--- config.mk ---
export PLATFORM = sky130hd
export DESIGN_NAME = shared_pin_gpio_ports
export DESIGN_NICKNAME = d
export VERILOG_FILES = /design/src/gpio_pkg.sv /design/src/pad_if.sv /design/src/pin_sync.sv /design/src/pad_mux.sv /design/src/shared_pin_gpio_ports.sv
export SDC_FILE = /design/constraint.sdc
export NUM_CORES = 1
export LEC_CHECK = 0
export BUFFER_PORTS_ARGS = -buffer_cell sky130_fd_sc_hd__buf_2
export CAP_MARGIN = 20
export CORE_UTILIZATION = 30
export CTS_CLUSTER_DIAMETER = 60
export DETAILED_ROUTE_END_ITERATION = 8
export HOLD_SLACK_MARGIN = 0.02
export PLACE_DENSITY_LB_ADDON = 0.1
export SLEW_MARGIN = 20
export SYNTH_ARGS = -nofsm -noshare
export SYNTH_HDL_FRONTEND = slang
export SYNTH_SLANG_ARGS = --single-unit
export TNS_END_PERCENT = 30
--- constraint.sdc ---
create_clock -name clk -period 2.1 [get_ports clk]
set_input_delay 0.42 -clock clk [delete_from_list [all_inputs] [get_ports clk]]
set_output_delay 0.42 -clock clk [all_outputs]
set_load 0.005 [all_outputs]
--- src/gpio_pkg.sv ---
package gpio_pkg;

  // ---------------------------------------------------------------
  // Register offsets
  // ---------------------------------------------------------------
  localparam logic [7:0] PORT_A_DIRECTION = 8'hF0;
  localparam logic [7:0] PORT_A_DATA = 8'hF1;
  localparam logic [7:0] PORT_B_DATA = 8'hF2;
  localparam logic [7:0] PORT_C_DIRECTION = 8'hF3;
  localparam logic [7:0] PORT_C_DATA = 8'hF4;
  localparam logic [7:0] PORT_D_DIRECTION = 8'hF5;
  localparam logic [7:0] PORT_D_DATA = 8'hF6;

  // ---------------------------------------------------------------
  // Reset values and field layout
  // ---------------------------------------------------------------
  localparam logic [7:0] DIRECTION_RESET = 8'hFF;
  localparam logic [7:0] DATA_RESET = 8'h00;
  localparam logic [7:0] ALL_PINS = 8'hFF;
  localparam logic [7:0] NO_PINS = 8'h00;
  localparam int PORT_B_BIT4 = 4;
  localparam logic [7:0] PORT_C_USED = 8'h9F;
  localparam logic [7:0] PORT_D_NARROW = 8'h33;
  localparam int PWM_BIT = 7;
  localparam int FLASH_WIDTH = 5;
  localparam int PANEL_WIDTH_BITS = 24;
  // Panel data line behind each port D bit, bit 0 first
  localparam int PANEL_MAP [8] = '{0, 1, 8, 9, 16, 17, 2, 18};

  // ---------------------------------------------------------------
  // Mode encodings
  // ---------------------------------------------------------------
  localparam logic [1:0] HOST_PARALLEL16 = 2'h0;
  localparam logic [1:0] HOST_PARALLEL8 = 2'h1;
  localparam logic [1:0] HOST_SERIAL = 2'h2;
  localparam logic [1:0] PANEL_BUS24 = 2'h0;
  localparam logic [1:0] PANEL_BUS18 = 2'h1;
  localparam logic [1:0] PANEL_BUS16 = 2'h2;
  localparam logic [1:0] PANEL_BUS12 = 2'h3;

  typedef enum logic [1:0] {
    HOST_WIDE,
    HOST_NARROW,
    HOST_SERIAL_LINK
  } hostKind_type;

endpackage

--- src/pad_if.sv ---
`timescale 1ns/1ps
interface pad_if;
  logic [7:0] gpioData;
  logic [7:0] gpioDir;
  logic [7:0] altOwn;
  logic [7:0] altOut;
  logic [7:0] altOe;
  logic [7:0] pinOut;
  logic [7:0] pinOe;

  modport ctrl (
    output gpioData,
    output gpioDir,
    output altOwn,
    output altOut,
    output altOe,
    input pinOut,
    input pinOe
  );

  modport mux (
    input gpioData,
    input gpioDir,
    input altOwn,
    input altOut,
    input altOe,
    output pinOut,
    output pinOe
  );
endinterface

--- src/pin_sync.sv ---
`timescale 1ns/1ps
module pin_sync #(
  parameter int WIDTH = 8
) (
  input wire logic clk,
  input wire logic reset,
  input wire logic [WIDTH-1:0] d,
  output logic [WIDTH-1:0] q
);

  // ---------------------------------------------------------------
  // Two stage synchroniser, first stage feeds only the second
  // ---------------------------------------------------------------
  logic [WIDTH-1:0] stage_reg;

  always_ff @(posedge clk) begin
    if (reset) begin
      stage_reg <= '0;
      q <= '0;
    end else begin
      stage_reg <= d;
      q <= stage_reg;
    end
  end

endmodule

--- src/pad_mux.sv ---
`timescale 1ns/1ps
module pad_mux (
  pad_if.mux pads
);

  // ---------------------------------------------------------------
  // Per pin ownership: alternate function wins outright
  // ---------------------------------------------------------------
  genvar i;
  generate
    for (i = 0; i < 8; i++) begin : g_pin
      // Owned pins ignore gpio data and direction entirely
      assign pads.pinOut[i] = pads.altOwn[i] ? pads.altOut[i] : pads.gpioData[i];
      assign pads.pinOe[i] = pads.altOwn[i] ? pads.altOe[i] : ~pads.gpioDir[i];
    end
  endgenerate

endmodule

--- src/shared_pin_gpio_ports.sv ---
// Added by the designer: strobed register access.
`timescale 1ns/1ps
// Summary of operation
// - Ports A, C and D have 8-bit direction registers, 0 output and 1 input, all ones after reset.
// - Writing port A data drives the byte onto port A pins and reading returns the sampled pin levels.
// - Port A pins belong to the upper host data lines only while the host runs 16-bit parallel.
// - Port B bit 4 writes the keypad scan out 0 pin while keypad scanning is disabled and reads the keypad scan in 0 pin.
// - Port C bit 7 is a gpio only while both PWM and SPI master are disabled.
// - Port C bits 4 to 0 share the flash lines and are gpio only while PWM and SPI master are disabled.
// - Port C and D data drive output pins; reads return the pin levels, except port C bits 6 and 5, which read zero.
// - Port D bits 7 to 0 map to panel data lines 18, 2, 17, 16, 9, 8, 1 and 0.
// - Port D bits 5, 4, 1 and 0 are gpio only with a 16 or 12 bit panel bus.
// - Port D bits 7, 6, 3 and 2 are gpio only with a 16 bit panel bus.
module shared_pin_gpio_ports (
  input wire logic clk,
  input wire logic reset,
  input wire logic [7:0] regAddr,
  input wire logic [7:0] regWriteData,
  input wire logic regWrite,
  input wire logic regRead,
  output logic [7:0] regReadData,
  input wire logic [1:0] hostMode,
  input wire logic [7:0] hostDataOut,
  input wire logic [7:0] hostDataOe,
  input wire logic [7:0] portAIn,
  output logic [7:0] portAOut,
  output logic [7:0] portAOe,
  input wire logic keypadScanEnable,
  input wire logic keypadScanOut0,
  output logic portBBit4Output,
  input wire logic portBBit4Input,
  input wire logic [3:0] portBLowInputs,
  input wire logic pwmEnable,
  input wire logic spiMasterEnable,
  input wire logic pwmOut0,
  input wire logic [4:0] flashOut,
  input wire logic [4:0] flashOe,
  input wire logic [7:0] portCIn,
  output logic [7:0] portCOut,
  output logic [7:0] portCOe,
  input wire logic [1:0] panelWidth,
  input wire logic [23:0] panelData,
  input wire logic [7:0] portDIn,
  output logic [7:0] portDOut,
  output logic [7:0] portDOe
);

  // ---------------------------------------------------------------
  // Decode helper
  // ---------------------------------------------------------------
  function automatic logic hit(input logic strobe, input logic [7:0] addr, input logic [7:0] offset);
    hit = strobe && (addr == offset);
  endfunction

  // ---------------------------------------------------------------
  // Registers
  // ---------------------------------------------------------------
  logic [7:0] portADirection_reg;
  logic [7:0] portAData_reg;
  logic portBBit4_reg;
  logic [7:0] portCDirection_reg;
  logic [7:0] portCData_reg;
  logic [7:0] portDDirection_reg;
  logic [7:0] portDData_reg;
  logic [7:0] readData_reg;
  logic [7:0] readData_next;

  // ---------------------------------------------------------------
  // Synchronised pin levels
  // ---------------------------------------------------------------
  logic [7:0] portASync;
  logic [7:0] portCSync;
  logic [7:0] portDSync;
  logic [4:0] portBSync;

  pin_sync #(.WIDTH(8)) syncA (
    .clk(clk),
    .reset(reset),
    .d(portAIn),
    .q(portASync)
  );

  pin_sync #(.WIDTH(8)) syncC (
    .clk(clk),
    .reset(reset),
    .d(portCIn),
    .q(portCSync)
  );

  pin_sync #(.WIDTH(8)) syncD (
    .clk(clk),
    .reset(reset),
    .d(portDIn),
    .q(portDSync)
  );

  pin_sync #(.WIDTH(5)) syncB (
    .clk(clk),
    .reset(reset),
    .d({portBBit4Input, portBLowInputs}),
    .q(portBSync)
  );

  // ---------------------------------------------------------------
  // Ownership of shared pins
  // ---------------------------------------------------------------
  logic hostSerial;
  logic portCAltActive;
  logic [7:0] portAOwn;
  logic [7:0] portCOwn;
  logic [7:0] portDOwn;
  logic [7:0] portDFree;
  logic [7:0] panelPick;

  assign hostSerial = (hostMode == gpio_pkg::HOST_SERIAL);
  // Only full 16-bit host mode claims the upper data lines
  assign portAOwn = (hostMode == gpio_pkg::HOST_PARALLEL16) ? gpio_pkg::ALL_PINS : gpio_pkg::NO_PINS;
  assign portCAltActive = pwmEnable || spiMasterEnable;
  assign portCOwn = portCAltActive ? gpio_pkg::PORT_C_USED : gpio_pkg::NO_PINS;

  always_comb begin
    case (panelWidth)
      gpio_pkg::PANEL_BUS16: portDFree = gpio_pkg::ALL_PINS;
      gpio_pkg::PANEL_BUS12: portDFree = gpio_pkg::PORT_D_NARROW;
      default: portDFree = gpio_pkg::NO_PINS;
    endcase
  end

  assign portDOwn = ~portDFree;

  genvar k;
  generate
    for (k = 0; k < 8; k++) begin : g_panel
      assign panelPick[k] = panelData[gpio_pkg::PANEL_MAP[k]];
    end
  endgenerate

  // ---------------------------------------------------------------
  // Pad multiplexers
  // ---------------------------------------------------------------
  pad_if padsA ();
  pad_if padsC ();
  pad_if padsD ();

  assign padsA.gpioData = portAData_reg;
  assign padsA.gpioDir = portADirection_reg;
  assign padsA.altOwn = portAOwn;
  assign padsA.altOut = hostDataOut;
  assign padsA.altOe = hostDataOe;
  assign portAOut = padsA.pinOut;
  assign portAOe = padsA.pinOe;

  // Bits 6 and 5 have no pin behind them, so they are held as inputs
  assign padsC.gpioData = portCData_reg;
  assign padsC.gpioDir = portCDirection_reg | ~gpio_pkg::PORT_C_USED;
  assign padsC.altOwn = portCOwn;
  assign padsC.altOut = {pwmOut0, 2'h0, flashOut};
  assign padsC.altOe = {1'b1, 2'h0, flashOe};
  assign portCOut = padsC.pinOut;
  assign portCOe = padsC.pinOe;

  // The panel drives its lines whenever it owns them
  assign padsD.gpioData = portDData_reg;
  assign padsD.gpioDir = portDDirection_reg;
  assign padsD.altOwn = portDOwn;
  assign padsD.altOut = panelPick;
  assign padsD.altOe = gpio_pkg::ALL_PINS;
  assign portDOut = padsD.pinOut;
  assign portDOe = padsD.pinOe;

  pad_mux muxA (
    .pads(padsA)
  );

  pad_mux muxC (
    .pads(padsC)
  );

  pad_mux muxD (
    .pads(padsD)
  );

  // Keypad scanning owns the dedicated output while enabled
  assign portBBit4Output = keypadScanEnable ? keypadScanOut0 : portBBit4_reg;

  // ---------------------------------------------------------------
  // Direction registers
  // ---------------------------------------------------------------
  always_ff @(posedge clk) begin
    if (reset) begin
      portADirection_reg <= gpio_pkg::DIRECTION_RESET;
      portCDirection_reg <= gpio_pkg::DIRECTION_RESET;
      portDDirection_reg <= gpio_pkg::DIRECTION_RESET;
    end else begin
      if (hit(regWrite, regAddr, gpio_pkg::PORT_A_DIRECTION)) begin
        portADirection_reg <= regWriteData;
      end
      if (hit(regWrite, regAddr, gpio_pkg::PORT_C_DIRECTION)) begin
        portCDirection_reg <= regWriteData;
      end
      if (hit(regWrite, regAddr, gpio_pkg::PORT_D_DIRECTION)) begin
        portDDirection_reg <= regWriteData;
      end
    end
  end

  // ---------------------------------------------------------------
  // Data registers
  // ---------------------------------------------------------------
  // Writes always land in storage; ownership is applied only at the pad,
  // so a value written while owned appears once the function releases
  always_ff @(posedge clk) begin
    if (reset) begin
      portAData_reg <= gpio_pkg::DATA_RESET;
      portBBit4_reg <= 1'b0;
      portCData_reg <= gpio_pkg::DATA_RESET;
      portDData_reg <= gpio_pkg::DATA_RESET;
    end else begin
      if (hit(regWrite, regAddr, gpio_pkg::PORT_A_DATA)) begin
        portAData_reg <= regWriteData;
      end
      if (hit(regWrite, regAddr, gpio_pkg::PORT_B_DATA)) begin
        portBBit4_reg <= regWriteData[gpio_pkg::PORT_B_BIT4];
      end
      if (hit(regWrite, regAddr, gpio_pkg::PORT_C_DATA)) begin
        portCData_reg <= regWriteData;
      end
      if (hit(regWrite, regAddr, gpio_pkg::PORT_D_DATA)) begin
        portDData_reg <= regWriteData;
      end
    end
  end

  // ---------------------------------------------------------------
  // Read path
  // ---------------------------------------------------------------
  always_comb begin
    readData_next = 8'h00;
    case (regAddr)
      gpio_pkg::PORT_A_DIRECTION: readData_next = portADirection_reg;
      gpio_pkg::PORT_A_DATA: readData_next = portASync;
      gpio_pkg::PORT_B_DATA: begin
        readData_next[gpio_pkg::PORT_B_BIT4] = portBSync[4];
        // Low inputs only carry meaning with the serial host
        readData_next[3:0] = hostSerial ? portBSync[3:0] : 4'h0;
      end
      gpio_pkg::PORT_C_DIRECTION: readData_next = portCDirection_reg;
      gpio_pkg::PORT_C_DATA: readData_next = portCSync & gpio_pkg::PORT_C_USED;
      gpio_pkg::PORT_D_DIRECTION: readData_next = portDDirection_reg;
      gpio_pkg::PORT_D_DATA: readData_next = portDSync;
      default: readData_next = 8'h00;
    endcase
  end

  // Read data stand for exactly the cycle after the strobe
  always_ff @(posedge clk) begin
    if (reset) begin
      readData_reg <= 8'h00;
    end else if (regRead) begin
      readData_reg <= readData_next;
    end else begin
      readData_reg <= 8'h00;
    end
  end

  assign regReadData = readData_reg;
endmodule

=== Word level (Yosys, flattened, before mapping) ===
Cells that the tools add are included.

* Bits in registers: 115
* Input bits: 108
* Output and inout bits: 57
* Word-level logic and storage cells: 113

* Eq/ne operators: 10
* Multiplexer cells: 53
* Bitwise operators: 24
* Reduce and logical (&&, ||, !) cells: 10

{| class="wikitable"
|+ Operator list
! kind !! number
|-
| $eq A8 B8 Y1 const B || 7
|-
| $mux W1 || 47
|-
| $pmux W5 S7 || 1
|-
| $not A1 Y1 || 23
|-
| $pmux W3 S6 || 1
|-
| $mux W8 || 2
|-
| $pmux W8 S2 || 1
|-
| $not A8 Y8 || 1
|-
| $logic_and A1 B1 Y1 || 7
|-
| $eq A2 B2 Y1 const B || 3
|-
| $mux W4 || 1
|-
| $logic_not A2 Y1 || 1
|-
| $reduce_or A2 Y1 || 1
|-
| $logic_or A1 B1 Y1 || 1
|}

=== Depth between registers and ports, before layout ===
Gate-level depths: netlist of run 1.

* Depth after elaboration: 4
* Mapped depth: 6

=== Modules after synthesis ===
Synthesis of run 1 repeated with hierarchy kept, for this count alone.

* Cell total of the unflattened synthesis: 462
* Area total of the unflattened synthesis: 4787.1 µm²

{| class="wikitable"
|+ By module, submodules not included
! module !! instances !! cells each !! area each (µm²) !! sequential area each (µm²)
|-
| shared_pin_gpio_ports || 1 || 271 || 2546.2 || 1141.1
|-
| pin_sync at syncA ... || 3 || 33 || 464.2 || 320.3
|-
| pad_mux || 3 || 24 || 195.2 || 0.0
|-
| pin_sync at syncB || 1 || 20 || 262.8 || 200.2
|}

=== Least setup slack after synthesis of run 1 ===
Ideal clock, no wire load.

* Kind: input to output
* From: input port hostMode[0]
* To: output port portAOut[0]
* Arrival time: 1401 ps
* Data required time: 1680 ps
* Path slack: 279 ps
* Stages: 3
* Cells stage by stage: nor2_1 > clkbuf_1 > mux2_2

* Cells in the longest elaborated chain, start to end: 3

{| class="wikitable"
|+ RTL lines
! item !! RTL line !! text
|-
| start, declared || shared_pin_gpio_ports.sv:22 || <nowiki>input wire logic [1:0] hostMode,</nowiki>
|-
| $logic_not A2 Y1 || shared_pin_gpio_ports.sv:117 || <nowiki>assign portAOwn = (hostMode == gpio_pkg::HOST_PARALLEL16) ? gpio_pkg::ALL_PINS : gpio_pkg::NO_PINS;</nowiki>
|-
| $mux W8 || shared_pin_gpio_ports.sv:117 ||
|-
| $mux W1 || pad_mux.sv:13 || <nowiki>assign pads.pinOut[i] = pads.altOwn[i] ? pads.altOut[i] : pads.gpioData[i];</nowiki>
|-
| end, declared || shared_pin_gpio_ports.sv:26 || <nowiki>output logic [7:0] portAOut,</nowiki>
|}

No other way between the ends.

=== Worst setup path after layout of run 1 ===
* From: input port hostMode[0]
* To: output port portAOut[5]

Same word-level chain as after synthesis.

==> metrics.md, run 1 <==
| Metric | Value |
|---|---|
| Setup CP Type | `input port to output port` |
| Slew at the pin closest to its max-slew limit | `0.557 ns` |
| Proportion of netlist area held by the largest area contributor | `49.2%` |
| Count of inserted antenna diode cells | `0` |
| Most used standard cell by instance count after synthesis | `sky130_fd_sc_hd__dfxtp_1` |
| Proportion of synthesized chip area in sequential cells | `49.2%` |
| Effective utilization at floorplan | `31.0%` |
| Yosys warning count | `0` |
| Wirelength, routed | `11100 microns` |
| Total Negative Setup Slacks | `0 ns` |
| Portion of netlist area occupied by mux cells | `11.2%` |
| Count of hold-fix buffers inserted at cts | `0` |
| Worst min-delay path class | `input port to flip-flop` |
| Crit path buffers/inverters | `3` |
| Share of final-layout standard cells stronger than drive strength 1 | `34.9%` |
| Setup crit start kind | `input port` |
| Iter 0 DRT Violations | `193` |
| Post-synthesis async set-or-reset flop share | `0%` |
| Final count of negative-setup-slack endpoints | `0` |
| Top cell types by occurrence after synthesis | `sky130_fd_sc_hd__dfxtp_1, sky130_fd_sc_hd__nor2b_1, sky130_fd_sc_hd__nand2_1` |
| VDD IR-drop max | `0.337 mV` |
| # clock sinks | `111` |
| CP cell instances | `buf_2, nor2_1, buf_12, mux2_2, buf_2` |
| Max Slew Vio Count | `0` |
| Inserted Clock Buffers | `9` |
| Post-CTS Setup Bufs | `0` |
| Global-route usage over all layers | `14.5%` |
| Vert. Die Dim | `125 microns` |
| Depth of the CTS H-tree | `3` |
| Post-synthesis register bit count | `111` |
| Highest clock frequency the design can meet | `0.561 GHz` |
| Primary flip-flop cell chosen by synthesis mapping | `sky130_fd_sc_hd__dfxtp_1` |
| Critical path arrival | `1.36 ns` |
| Worst hold slack | `0.293 ns` |
| Die area | `0.0156 sq mm` |
| Combinational family with the most area after synthesis | `simple AND/OR/NAND/NOR gates` |
| Die Wd | `125 microns` |
| Crit-path max cell delay | `0.34 ns` |
| Most frequent CP cell | `sky130_fd_sc_hd__buf_2` |
| Critical hold path startpoint | `portBLowInputs[2]` |
| Gates resized, CTS repair | `0` |
| Via-to-Cell Ratio | `4.50` |
| Crit path capture type | `output port` |
| Worst hold path cell count | `2` |
| Drc violations | `0` |
| Number of nets in the layout | `690` |
| Share of synthesized cell area in and, or, nand and nor gates | `24.6%` |
| Max Clock Skew | `0.00450 ns` |
| Power per cell area | `748 mW/mm^2` |
| Total global routing overflow | `0` |
| Number of endpoints with negative hold slack in the final report | `0` |
| Unrepaired setup endpoints after global routing | `false` |
| Fraction of synthesized cell area in xor and xnor cells | `0%` |
| Share of synthesized cell area in full adder, half adder and majority cells | `0%` |
| CP delay by family, top | `buffers and inverters` |
| Worst rel slew slack | `62.7%` |
| Number of iterations in the first detailed-routing pass | `4` |
| Area leader, netlist | `sky130_fd_sc_hd__dfxtp_1` |
| Number of cells traversed by the worst register-to-register path | `4` |
| Weighted congestion at the end of routability-driven global placement | `0.740` |
| Clock Latency Late Sink | `0.33 ns` |
| Design Power | `4270 uW` |
| Top post-synthesis cells by area | `sky130_fd_sc_hd__dfxtp_1, sky130_fd_sc_hd__nor2b_1, sky130_fd_sc_hd__mux2i_1` |
| Reg-to-Reg Start | `padsD.gpioDir[1]$_SDFFE_PP1P_` |
| Max Cap Violations | `0` |
| Static leakage power | `0.00246 uW` |
| CTS Buffer Depth | `2` |
| Number of antenna violations at the first check in global routing | `0` |
| Post-Synthesis Cells | `447` |
| Row count | `44` |
| First-pass GRT wire length | `17600 microns` |
| Largest fanout on the critical path | `24` |
| Clock transition at path regs | `0.07 ns` |
| WP data required | `1.68 ns` |
| CORE AREA | `0.0146 sq mm` |
| Post-route clock period utilization | `84.8%` |
| Clk Tree Root Cell | `sky130_fd_sc_hd__clkbuf_16` |
| Pin count of the biggest net entering global routing | `104` |
| Count of unique library cells instantiated by Yosys | `38` |
| Number of I/O pins | `165` |
| Min setup slack post-route | `0.319 ns` |
| Worst hold endpoint | `syncB.stage_reg[2]$_SDFF_PP0_` |
| Result of the run | `finished, final reports clean` |
| Final critical path time including I/O delays and setup | `1.78 ns` |
| Wire length per cell | `14.4 microns` |
| Count of port buffers added during placement | `144` |
| Final HPWL from detailed placement | `8390 microns` |
| Cell with the biggest individual delay on the critical path | `sky130_fd_sc_hd__mux2_2` |
| Core utilization of the finished layout | `39.2%` |
| Via count of the first global-routing pass | `3314` |
| Clock tree from TritonCTS | `yes` |
| Worst reg2reg endpoint | `regReadData[1]$_SDFF_PP0_` |
| Number of enable-type register cells in the synthesized netlist | `0` |
| Synth Area in Compound Gates | `10.9%` |
| Flop2flop setup slack | `0.74 ns` |
| Netlist area before placement | `0.00452 sq mm` |
| Synthesized area divided by synthesized cell count | `10.1 sq um` |
| Post-place setup slack | `0.216 ns` |
| Count of antenna-violating nets left after detailed routing | `0` |
| Via count | `3473` |
| Area growth from synthesis to layout | `26.4%` |
==> per-layer routing <==
layer  track usage (%)  up-vias  part of all wire (%)
met4              6.38        0                   2.0
li1                  -     1782                     -
met1              19.6     1574                    49
met5                 0        -                     0
met3              2.84       13                   5.1
met2              22.2      104                    44
==> layout make-up <==
| type | count | area [sq um] |
|---|---|---|
| Clock buffer | 10 | 239 |
| Timing Repair Buffer | 154 | 823 |
| Sequential cell | 111 | 2220 |
| Tap cell | 184 | 230 |
| Inverter | 3 | 11.3 |
| Clock inverter | 6 | 68.8 |
| Multi-Input combinational cell | 303 | 2120 |
| Fill cell | 1507 | 8880 |
==> layout by cell type (no fill, tap or decap), types with 2 or more instances in the layout <==
cell                        count
sky130_fd_sc_hd__buf_2        143
sky130_fd_sc_hd__dfxtp_1      111
sky130_fd_sc_hd__nor2b_1       83
sky130_fd_sc_hd__nand2_1       54
sky130_fd_sc_hd__nor2_1        33
sky130_fd_sc_hd__mux2i_1       27
sky130_fd_sc_hd__a211o_1       24
sky130_fd_sc_hd__mux2_2        17
sky130_fd_sc_hd__o21ai_0       13
sky130_fd_sc_hd__clkbuf_16      9
sky130_fd_sc_hd__buf_4          9
sky130_fd_sc_hd__a221oi_1       7
sky130_fd_sc_hd__a21oi_1        5
sky130_fd_sc_hd__a22oi_1        4
sky130_fd_sc_hd__or2_2          3
sky130_fd_sc_hd__nor3_4         3
sky130_fd_sc_hd__nor3_1         3
sky130_fd_sc_hd__inv_1          3
sky130_fd_sc_hd__a22o_1         3
sky130_fd_sc_hd__nand2b_1       2
sky130_fd_sc_hd__nor4_4         2
sky130_fd_sc_hd__mux4_2         2
sky130_fd_sc_hd__o22a_1         2
sky130_fd_sc_hd__a222oi_1       2
sky130_fd_sc_hd__conb_1         2
sky130_fd_sc_hd__clkinv_4       2
sky130_fd_sc_hd__buf_12         2
==> cells by family after synthesis <==
family / count (synthesis)
AOI/OAI and AO/OA: 64
buffers and inverters: 34
DFF: 111
muxes: 46
other: 1
and+or+nand+nor: 191
==> power by group <==
group,switching [uW],internal [uW]
Clock,741,964
Sequential,13.0,2150
Combinational,203,195
Total,958,3310
==> worst max-delay path by stage <==
stage                start                                 end  cells past startpoint
2_1_floorplan  hostMode[0]                         portAOut[0]                      3
3_3_place_gp    regAddr[3]           regReadData[0]$_SDFF_PP0_                      5
3_5_place_dp    regAddr[1]  portCDirection_reg[3]$_SDFFE_PP1P_                      6
4_1_cts        hostMode[0]                         portAOut[5]                      5
5_1_grt        hostMode[0]                         portAOut[1]                      5
6_report       hostMode[0]                         portAOut[5]                      5
==> per-stage QoR <==
step                std cells  cell area (sq um)
floorplan                 448               4520
finish                    771               5710
global route              771               5710
CTS                       771               5710
global placement          755               5400
detailed placement        755               5400
Power figures use the tool's default switching activity.
==> run 2, diff against run 1 <==
clock period = 1.65 ns   (was 2.1 ns; I/O delays follow)
==> metrics.md, run 2 (same netlist as run 1, synthesis figures left out) <==
| Metric | Value |
|---|---|
| Min setup slack post-route | `0.0837 ns (-0.235 ns)` |
| Die area | `0.0156 sq mm (unchanged)` |
| Global-route usage over all layers | `14.9% (+0.46 points)` |
| Clk Tree Root Cell | `sky130_fd_sc_hd__clkbuf_16` |
| Power per cell area | `920 mW/mm^2 (+23%)` |
| Max Slew Vio Count | `0 (unchanged)` |
| Result of the run | `finished, final reports clean` |
| CP delay by family, top | `buffers and inverters` |
| Largest fanout on the critical path | `10 (-58%)` |
| Seq pwr share | `50.9% (+0.2 points)` |
| Highest clock frequency the design can meet | `0.638 GHz` |
| Count of antenna-violating nets left after detailed routing | `0 (unchanged)` |
| Flop2flop setup slack | `0.16 ns (-0.58 ns)` |
| Wirelength, routed | `11700 microns (+5.4%)` |
| Number of endpoints with negative hold slack in the final report | `0 (unchanged)` |
| Depth of the CTS H-tree | `3 (unchanged)` |
| Number of nets in the layout | `707 (+2.5%)` |
| Post-route clock period utilization | `94.9%` |
| Vert. Die Dim | `125 microns (unchanged)` |
| Number of cells traversed by the worst register-to-register path | `4 (unchanged)` |
| Via count | `3533 (+1.7%)` |
| Crit path capture type | `output port` |
| Clock Latency Late Sink | `0.34 ns (about the same)` |
| Setup CP Type | `input port to output port` |
| Most common library cell in the layout ignoring fill and taps | `sky130_fd_sc_hd__buf_2` |
| Clock tree from TritonCTS | `yes` |
| VDD IR-drop max | `0.434 mV (+29%)` |
| Commonest non-fill, non-tap cells in the layout | `sky130_fd_sc_hd__buf_2, sky130_fd_sc_hd__dfxtp_1, sky130_fd_sc_hd__nor2b_1` |
| CORE AREA | `0.0146 sq mm (unchanged)` |
| Share of total power consumed by net switching | `22.1% (-0.37 points)` |
| Combinational share of power | `9.9% (+0.6 points)` |
| Row count | `44 (unchanged)` |
| Worst min-delay path class | `input port to flip-flop` |
| Setup crit start kind | `input port` |
| Weighted congestion at the end of routability-driven global placement | `0.741 (+0.23%)` |
| Unrepaired setup endpoints after global routing | `false` |
| P_sw | `1200 uW (+25%)` |
| Via-to-Cell Ratio | `4.48 (-0.47%)` |
| Startpoint of the worst setup timing path | `hostMode[0]` |
| First-pass GRT wire length | `18200 microns (+3.5%)` |
| Capture point of the critical path | `portAOut[0]` |
| Max Cap Violations | `0 (unchanged)` |
| Worst reg2reg endpoint | `regReadData[1]$_SDFF_PP0_` |
| Crit path buffers/inverters | `3 (unchanged)` |
| Post-place setup slack | `-0.0515 ns (-0.268 ns)` |
| Critical path arrival | `1.24 ns (-0.12 ns)` |
| Reg-to-Reg Start | `padsD.gpioDir[1]$_SDFFE_PP1P_` |
| Area growth from synthesis to layout | `30.5%` |
| Worst rel slew slack | `64.3% (+1.6 points)` |
| Effective utilization at floorplan | `31.0% (unchanged)` |
| Count of inserted antenna diode cells | `0 (unchanged)` |
| Worst hold slack | `0.202 ns (-0.0916 ns)` |
| Max Clock Skew | `0.00554 ns (+0.00104 ns)` |
| Wire length per cell | `14.8 microns (+3.1%)` |
| Final HPWL from detailed placement | `8620 microns (+2.7%)` |
| Cell with the biggest individual delay on the critical path | `sky130_fd_sc_hd__mux2_2` |
| Share of final-layout standard cells stronger than drive strength 1 | `36.4% (+1.5 points)` |
| WP data required | `1.32 ns (-0.36 ns)` |
| Slew at the pin closest to its max-slew limit | `0.535 ns (-0.0219 ns)` |
| Number of gates on the worst path with buffers counted | `5 (unchanged)` |
| Clock transition at path regs | `0.06 ns (about the same)` |
| # clock sinks | `111 (unchanged)` |
| Number of I/O pins | `165 (unchanged)` |
| Portion of total power attributed to the clock network | `39.2% (-0.7 points)` |
| Number of iterations in the first detailed-routing pass | `4 (unchanged)` |
| Die Wd | `125 microns (unchanged)` |
| Number of antenna violations at the first check in global routing | `0 (unchanged)` |
| Most frequent CP cell | `sky130_fd_sc_hd__buf_2` |
| Total Negative Setup Slacks | `0 ns (unchanged)` |
| CP cell instances | `buf_2, nor2_4, buf_6, mux2_2, buf_2` |
| Count of hold-fix buffers inserted at cts | `0 (unchanged)` |
| Via count of the first global-routing pass | `3415 (+3.0%)` |
| Count of port buffers added during placement | `144 (unchanged)` |
| CTS Buffer Depth | `2 (unchanged)` |
| Drc violations | `0 (unchanged)` |
| Pin count of the biggest net entering global routing | `104 (unchanged)` |
| Iter 0 DRT Violations | `194 (+0.52%)` |
| Crit-path max cell delay | `0.34 ns (about the same)` |
| Final critical path time including I/O delays and setup | `1.57 ns` |
| P_int | `4230 uW (+28%)` |
| Inserted Clock Buffers | `9 (unchanged)` |
| Final count of negative-setup-slack endpoints | `0 (unchanged)` |
| Static leakage power | `0.00254 uW (+3.5%)` |
| Total global routing overflow | `0 (unchanged)` |
## run 2: cell types whose count changed in the layout (fill, tap and decap cells not counted)
cell | previous run | this run
sky130_fd_sc_hd__clkbuf_1 | 0 | 3
sky130_fd_sc_hd__nor2_4 | 0 | 1
sky130_fd_sc_hd__buf_2 | 143 | 144
sky130_fd_sc_hd__buf_4 | 9 | 19
sky130_fd_sc_hd__inv_6 | 1 | 0
sky130_fd_sc_hd__nor2_1 | 33 | 32
sky130_fd_sc_hd__clkinv_4 | 2 | 0
sky130_fd_sc_hd__buf_6 | 0 | 1
sky130_fd_sc_hd__buf_12 | 2 | 7
## run 2: worst min-delay path by stage
stage / start / endpoint / cells past startpoint
floorplan: syncA.stage_reg[0]$_SDFF_PP0_ / syncA.q[0]$_SDFF_PP0_ / 1
global placement: syncC.stage_reg[7]$_SDFF_PP0_ / syncC.q[7]$_SDFF_PP0_ / 1
detailed placement: syncC.stage_reg[7]$_SDFF_PP0_ / syncC.q[7]$_SDFF_PP0_ / 1
CTS: portBLowInputs[0] / syncB.stage_reg[0]$_SDFF_PP0_ / 2
global route: portDIn[2] / syncD.stage_reg[2]$_SDFF_PP0_ / 2
finish: portBLowInputs[0] / syncB.stage_reg[0]$_SDFF_PP0_ / 2
## run 2: area by class of cell
class | instances | area [sq um]
Sequential cell | 111 | 2220
Clock buffer | 13 | 250
Clock inverter | 3 | 42.5
Tap cell | 184 | 230
Fill cell | 1470 | 8690
Multi-Input combinational cell | 303 | 2120
Inverter | 3 | 11.3
Timing Repair Buffer | 171 | 1010
## run 2: what timing repair did
item / in CTS / in global routing
setup buffers: 0 / 0
resized for setup: 0 / 3
setup endpoints to repair: 0 / 7
hold endpoints to repair: 0 / 0
## run 2: routing by layer
metal / wire [microns] / up-vias / GRT usage (%)
li1: - / 1813 / -
met1: 5590 / 1598 / 19.7
met2: 5330 / 118 / 24.0
met3: 653 / 4 / 3.69
met4: 95 / 0 / 4.18
met5: 0 / - / 0
## run 2: through the flow
step,std cells,utilization (%),power [uW],area (sq um)
after detailed placement,771,38.3,3360,5590
after global routing,788,40.4,5660,5900
after floorplan,448,-,3090,4520
final,788,40.4,5420,5900
after CTS,787,40.3,5500,5880
after global placement,771,38.3,3350,5590
## run 2: power by group through the flow
stage | sequential, uW | clock, uW | combinational [uW]
2_1_floorplan | 2810 | 0 | 278
3_3_place_gp | 2820 | 0 | 533
3_5_place_dp | 2820 | 0 | 542
4_1_cts | 2760 | 2200 | 543
5_1_grt | 2760 | 2300 | 596
6_report | 2760 | 2130 | 539
## run 2: worst reg2reg max path, stage by stage, from the launching register on
cell and delay, ns:
sky130_fd_sc_hd__dfxtp_1 0.33, sky130_fd_sc_hd__mux2_2 0.27, sky130_fd_sc_hd__a221oi_1 0.49, sky130_fd_sc_hd__o22a_1 0.24, sky130_fd_sc_hd__nor2_1 0.05
==> run 3, diff against run 2 <==
ABC_AREA = 1   (was unset)
RECOVER_POWER = 50   (was unset)
==> metrics.md, run 3 <==
| Metric | Value |
|---|---|
| Share of synthesized cell area in full adder, half adder and majority cells | `0% (unchanged)` |
| Number of iterations in the first detailed-routing pass | `9 (+5)` |
| Share of synthesized cell area in and, or, nand and nor gates | `27.7% (+3.1 points)` |
| Power per cell area | `941 mW/mm^2 (+2.3%)` |
| Number of endpoints with negative hold slack in the final report | `0 (unchanged)` |
| Crit-path max cell delay | `0.55 ns (+0.21 ns)` |
| WP data required | `1.91 ns (+0.59 ns)` |
| Weighted congestion at the end of routability-driven global placement | `0.843 (+14%)` |
| Top post-synthesis cells by area | `sky130_fd_sc_hd__dfxtp_1, sky130_fd_sc_hd__inv_1, sky130_fd_sc_hd__nand2_1` |
| Drc violations | `17 (+17)` |
| Commonest non-fill, non-tap cells in the layout | `sky130_fd_sc_hd__buf_2, sky130_fd_sc_hd__dfxtp_1, sky130_fd_sc_hd__nand2_1` |
| First-pass GRT wire length | `19200 microns (+5.3%)` |
| Count of port buffers added during placement | `144 (unchanged)` |
| Wirelength, routed | `12000 microns (+3.1%)` |
| Total Negative Setup Slacks | `0 ns (unchanged)` |
| Post-synthesis register bit count | `111 (unchanged)` |
| Reg-to-Reg Start | `syncB.q[0]$_SDFF_PP0_` |
| Critical path arrival | `1.79 ns (+0.55 ns)` |
| Depth of the CTS H-tree | `3 (unchanged)` |
| Most used standard cell by instance count after synthesis | `sky130_fd_sc_hd__dfxtp_1` |
| Post-Synthesis Cells | `625 (+40%)` |
| Count of inserted antenna diode cells | `0 (unchanged)` |
| Setup CP Type | `input port to flip-flop` |
| CORE AREA | `0.0148 sq mm (+1.1%)` |
| VDD IR-drop max | `0.463 mV (+6.8%)` |
| Post-CTS Setup Bufs | `0 (unchanged)` |
| Die Wd | `126 microns (+0.75%)` |
| Min setup slack post-route | `0.121 ns (+0.0373 ns)` |
| Cell with the biggest individual delay on the critical path | `sky130_fd_sc_hd__nor2_1` |
| Synth Area in Compound Gates | `11.4% (+0.52 points)` |
| Synthesized area divided by synthesized cell count | `7.34 sq um (-27%)` |
| Number of antenna violations at the first check in global routing | `0 (unchanged)` |
| Crit path capture type | `flip-flop` |
| CP cell instances | `clkbuf_2, inv_1, nand2_4, nor2_1, nand3_1, nand2_1, nor2_1, a21oi_1` |
| Number of I/O pins | `165 (unchanged)` |
| Most common library cell in the layout ignoring fill and taps | `sky130_fd_sc_hd__buf_2` |
| Count of antenna-violating nets left after detailed routing | `0 (unchanged)` |
| Highest clock frequency the design can meet | `0.654 GHz (+2.4%)` |
| Row count | `44 (unchanged)` |
| Final count of negative-setup-slack endpoints | `0 (unchanged)` |
| Post-route clock period utilization | `92.7% (-2.3 points)` |
| Netlist area before placement | `0.00459 sq mm (+1.5%)` |
| Post-synthesis async set-or-reset flop share | `0% (unchanged)` |
| Count of hold-fix buffers inserted at cts | `0 (unchanged)` |
| Worst rel slew slack | `33.9% (-30 points)` |
| Number of nets in the layout | `870 (+23%)` |
| Post-place setup slack | `0.0100 ns (+0.0615 ns)` |
| Via count of the first global-routing pass | `3757 (+10%)` |
| Core utilization of the finished layout | `39.0% (-1.4 points)` |
| Area growth from synthesis to layout | `25.3%` |
| Primary flip-flop cell chosen by synthesis mapping | `sky130_fd_sc_hd__dfxtp_1` |
| Slew at the pin closest to its max-slew limit | `0.991 ns (+0.456 ns)` |
| Via-to-Cell Ratio | `4.30 (-4.1%)` |
| Gates resized, CTS repair | `0 (unchanged)` |
| Worst hold slack | `0.173 ns (-0.0290 ns)` |
| Yosys warning count | `0 (unchanged)` |
| Max Slew Vio Count | `0 (unchanged)` |
| Clock transition at path regs | `0.07 ns (about the same)` |
| Clk Tree Root Cell | `sky130_fd_sc_hd__clkbuf_16` |
| Post-route standard cell area excluding fillers | `0.00575 sq mm (-2.5%)` |
| Top cell types by occurrence after synthesis | `sky130_fd_sc_hd__dfxtp_1, sky130_fd_sc_hd__inv_1, sky130_fd_sc_hd__nand2_1` |
| Proportion of synthesized chip area in sequential cells | `48.4% (-0.74 points)` |
| Largest fanout on the critical path | `9 (-1)` |
| Share of final-layout standard cells stronger than drive strength 1 | `23.6% (-13 points)` |
| CTS Buffer Depth | `2 (unchanged)` |
| Most frequent CP cell | `sky130_fd_sc_hd__nor2_1` |
| Final HPWL from detailed placement | `9110 microns (+5.8%)` |
| Effective utilization at floorplan | `31.1% (+0.12 points)` |
| Count of unique library cells instantiated by Yosys | `24 (-37%)` |
| Clock tree from TritonCTS | `yes` |
| Max Cap Violations | `0 (unchanged)` |
| Critical hold path startpoint | `portBLowInputs[2]` |
| Final critical path time including I/O delays and setup | `1.53 ns (-0.0373 ns)` |
| Worst min-delay path class | `input port to flip-flop` |
| Placed cell area | `0.00549 sq mm (-1.8%)` |
| Startpoint of the worst setup timing path | `regAddr[3]` |
| Setup crit start kind | `input port` |
| Global-route usage over all layers | `15.7% (+0.76 points)` |
| Inserted Clock Buffers | `9 (unchanged)` |
| Total global routing overflow | `0 (unchanged)` |
| Vert. Die Dim | `126 microns (+0.75%)` |
| Combinational family with the most area after synthesis | `simple AND/OR/NAND/NOR gates` |
| Unrepaired setup endpoints after global routing | `false` |
| Violated checks | `DRC` |
| Pin count of the biggest net entering global routing | `55 (-47%)` |
| Portion of netlist area occupied by mux cells | `0% (-11 points)` |
| # clock sinks | `111 (unchanged)` |
| Result of the run | `finished with violations` |
| Die area | `0.0158 sq mm (+1.5%)` |
| Max Clock Skew | `0.00959 ns (+0.00406 ns)` |
| Fraction of synthesized cell area in xor and xnor cells | `0% (unchanged)` |
| Clock Latency Late Sink | `0.35 ns (about the same)` |
| Iter 0 DRT Violations | `251 (+29%)` |
| Proportion of netlist area held by the largest area contributor | `48.4% (-0.74 points)` |
| Wire length per cell | `12.6 microns (-15%)` |
| Static leakage power | `0.00281 uW (+10%)` |
| Area leader, netlist | `sky130_fd_sc_hd__dfxtp_1` |
| Via count | `4091 (+16%)` |
| Number of enable-type register cells in the synthesized netlist | `0 (unchanged)` |
[run 3: power breakdown]
part	internal (uW)	switching, uW	total (uW)	leakage [uW]
sequential	2740	17.9	2760	0.000907
combinational	201	268	470	0.00175
clock	1220	960	2180	0.000149
total	4160	1250	5410	0.00281
[run 3: layer usage]
metal  wire length [microns]  global-route usage [%]  vias up
met4                     157                    5.02        0
met1                    5830                    21.3     1756
met5                       0                       0        -
met2                    5250                    23.9      117
li1                        -                       -     2209
met3                     792                    4.55        9
[run 3: cells by family (layout without fill, tap and decap cells)]
group           Yosys count  count (layout)
buf+inv                 133             274
compound gates          101             101
flops                   111             111
simple gates            279             279
other cells               1               2
[run 3: path summary, 6_finish.rpt]
check | end | slack, ns | cells after the start
setup / recovery | regReadData[1]$_SDFF_PP0_ | 0.12 | 8
hold reg to reg | syncA.q[3]$_SDFF_PP0_ | 0.40 | 2
hold / removal | syncB.stage_reg[2]$_SDFF_PP0_ | 0.17 | 3
setup reg to reg | regReadData[0]$_SDFF_PP0_ | 0.67 | 6
[run 3: worst max-delay path, delay by kind of cell]
family | cells | cell delay (ns)
AO/OA/AOI/OAI | 1 | 0.21
buffers and inverters | 2 | 0.25
AND/OR/NAND/NOR | 5 | 1.00
[run 3: area by class of cell]
cell class	count	area [sq um]
Sequential cell	111	2220
Inverter	103	387
Clock inverter	5	57.6
Clock buffer	11	243
Fill cell	1616	9000
Multi-Input combinational cell	382	1780
Timing Repair Buffer	155	830
Tap cell	184	230
[run 3: metrics by stage]
| step | cells | total power [uW] |
|---|---|---|
| floorplan | 626 | 3050 |
| CTS | 951 | 5490 |
| detailed placement | 935 | 3310 |
| global placement | 935 | 3300 |
| global route | 951 | 5660 |
| finish | 951 | 5410 |
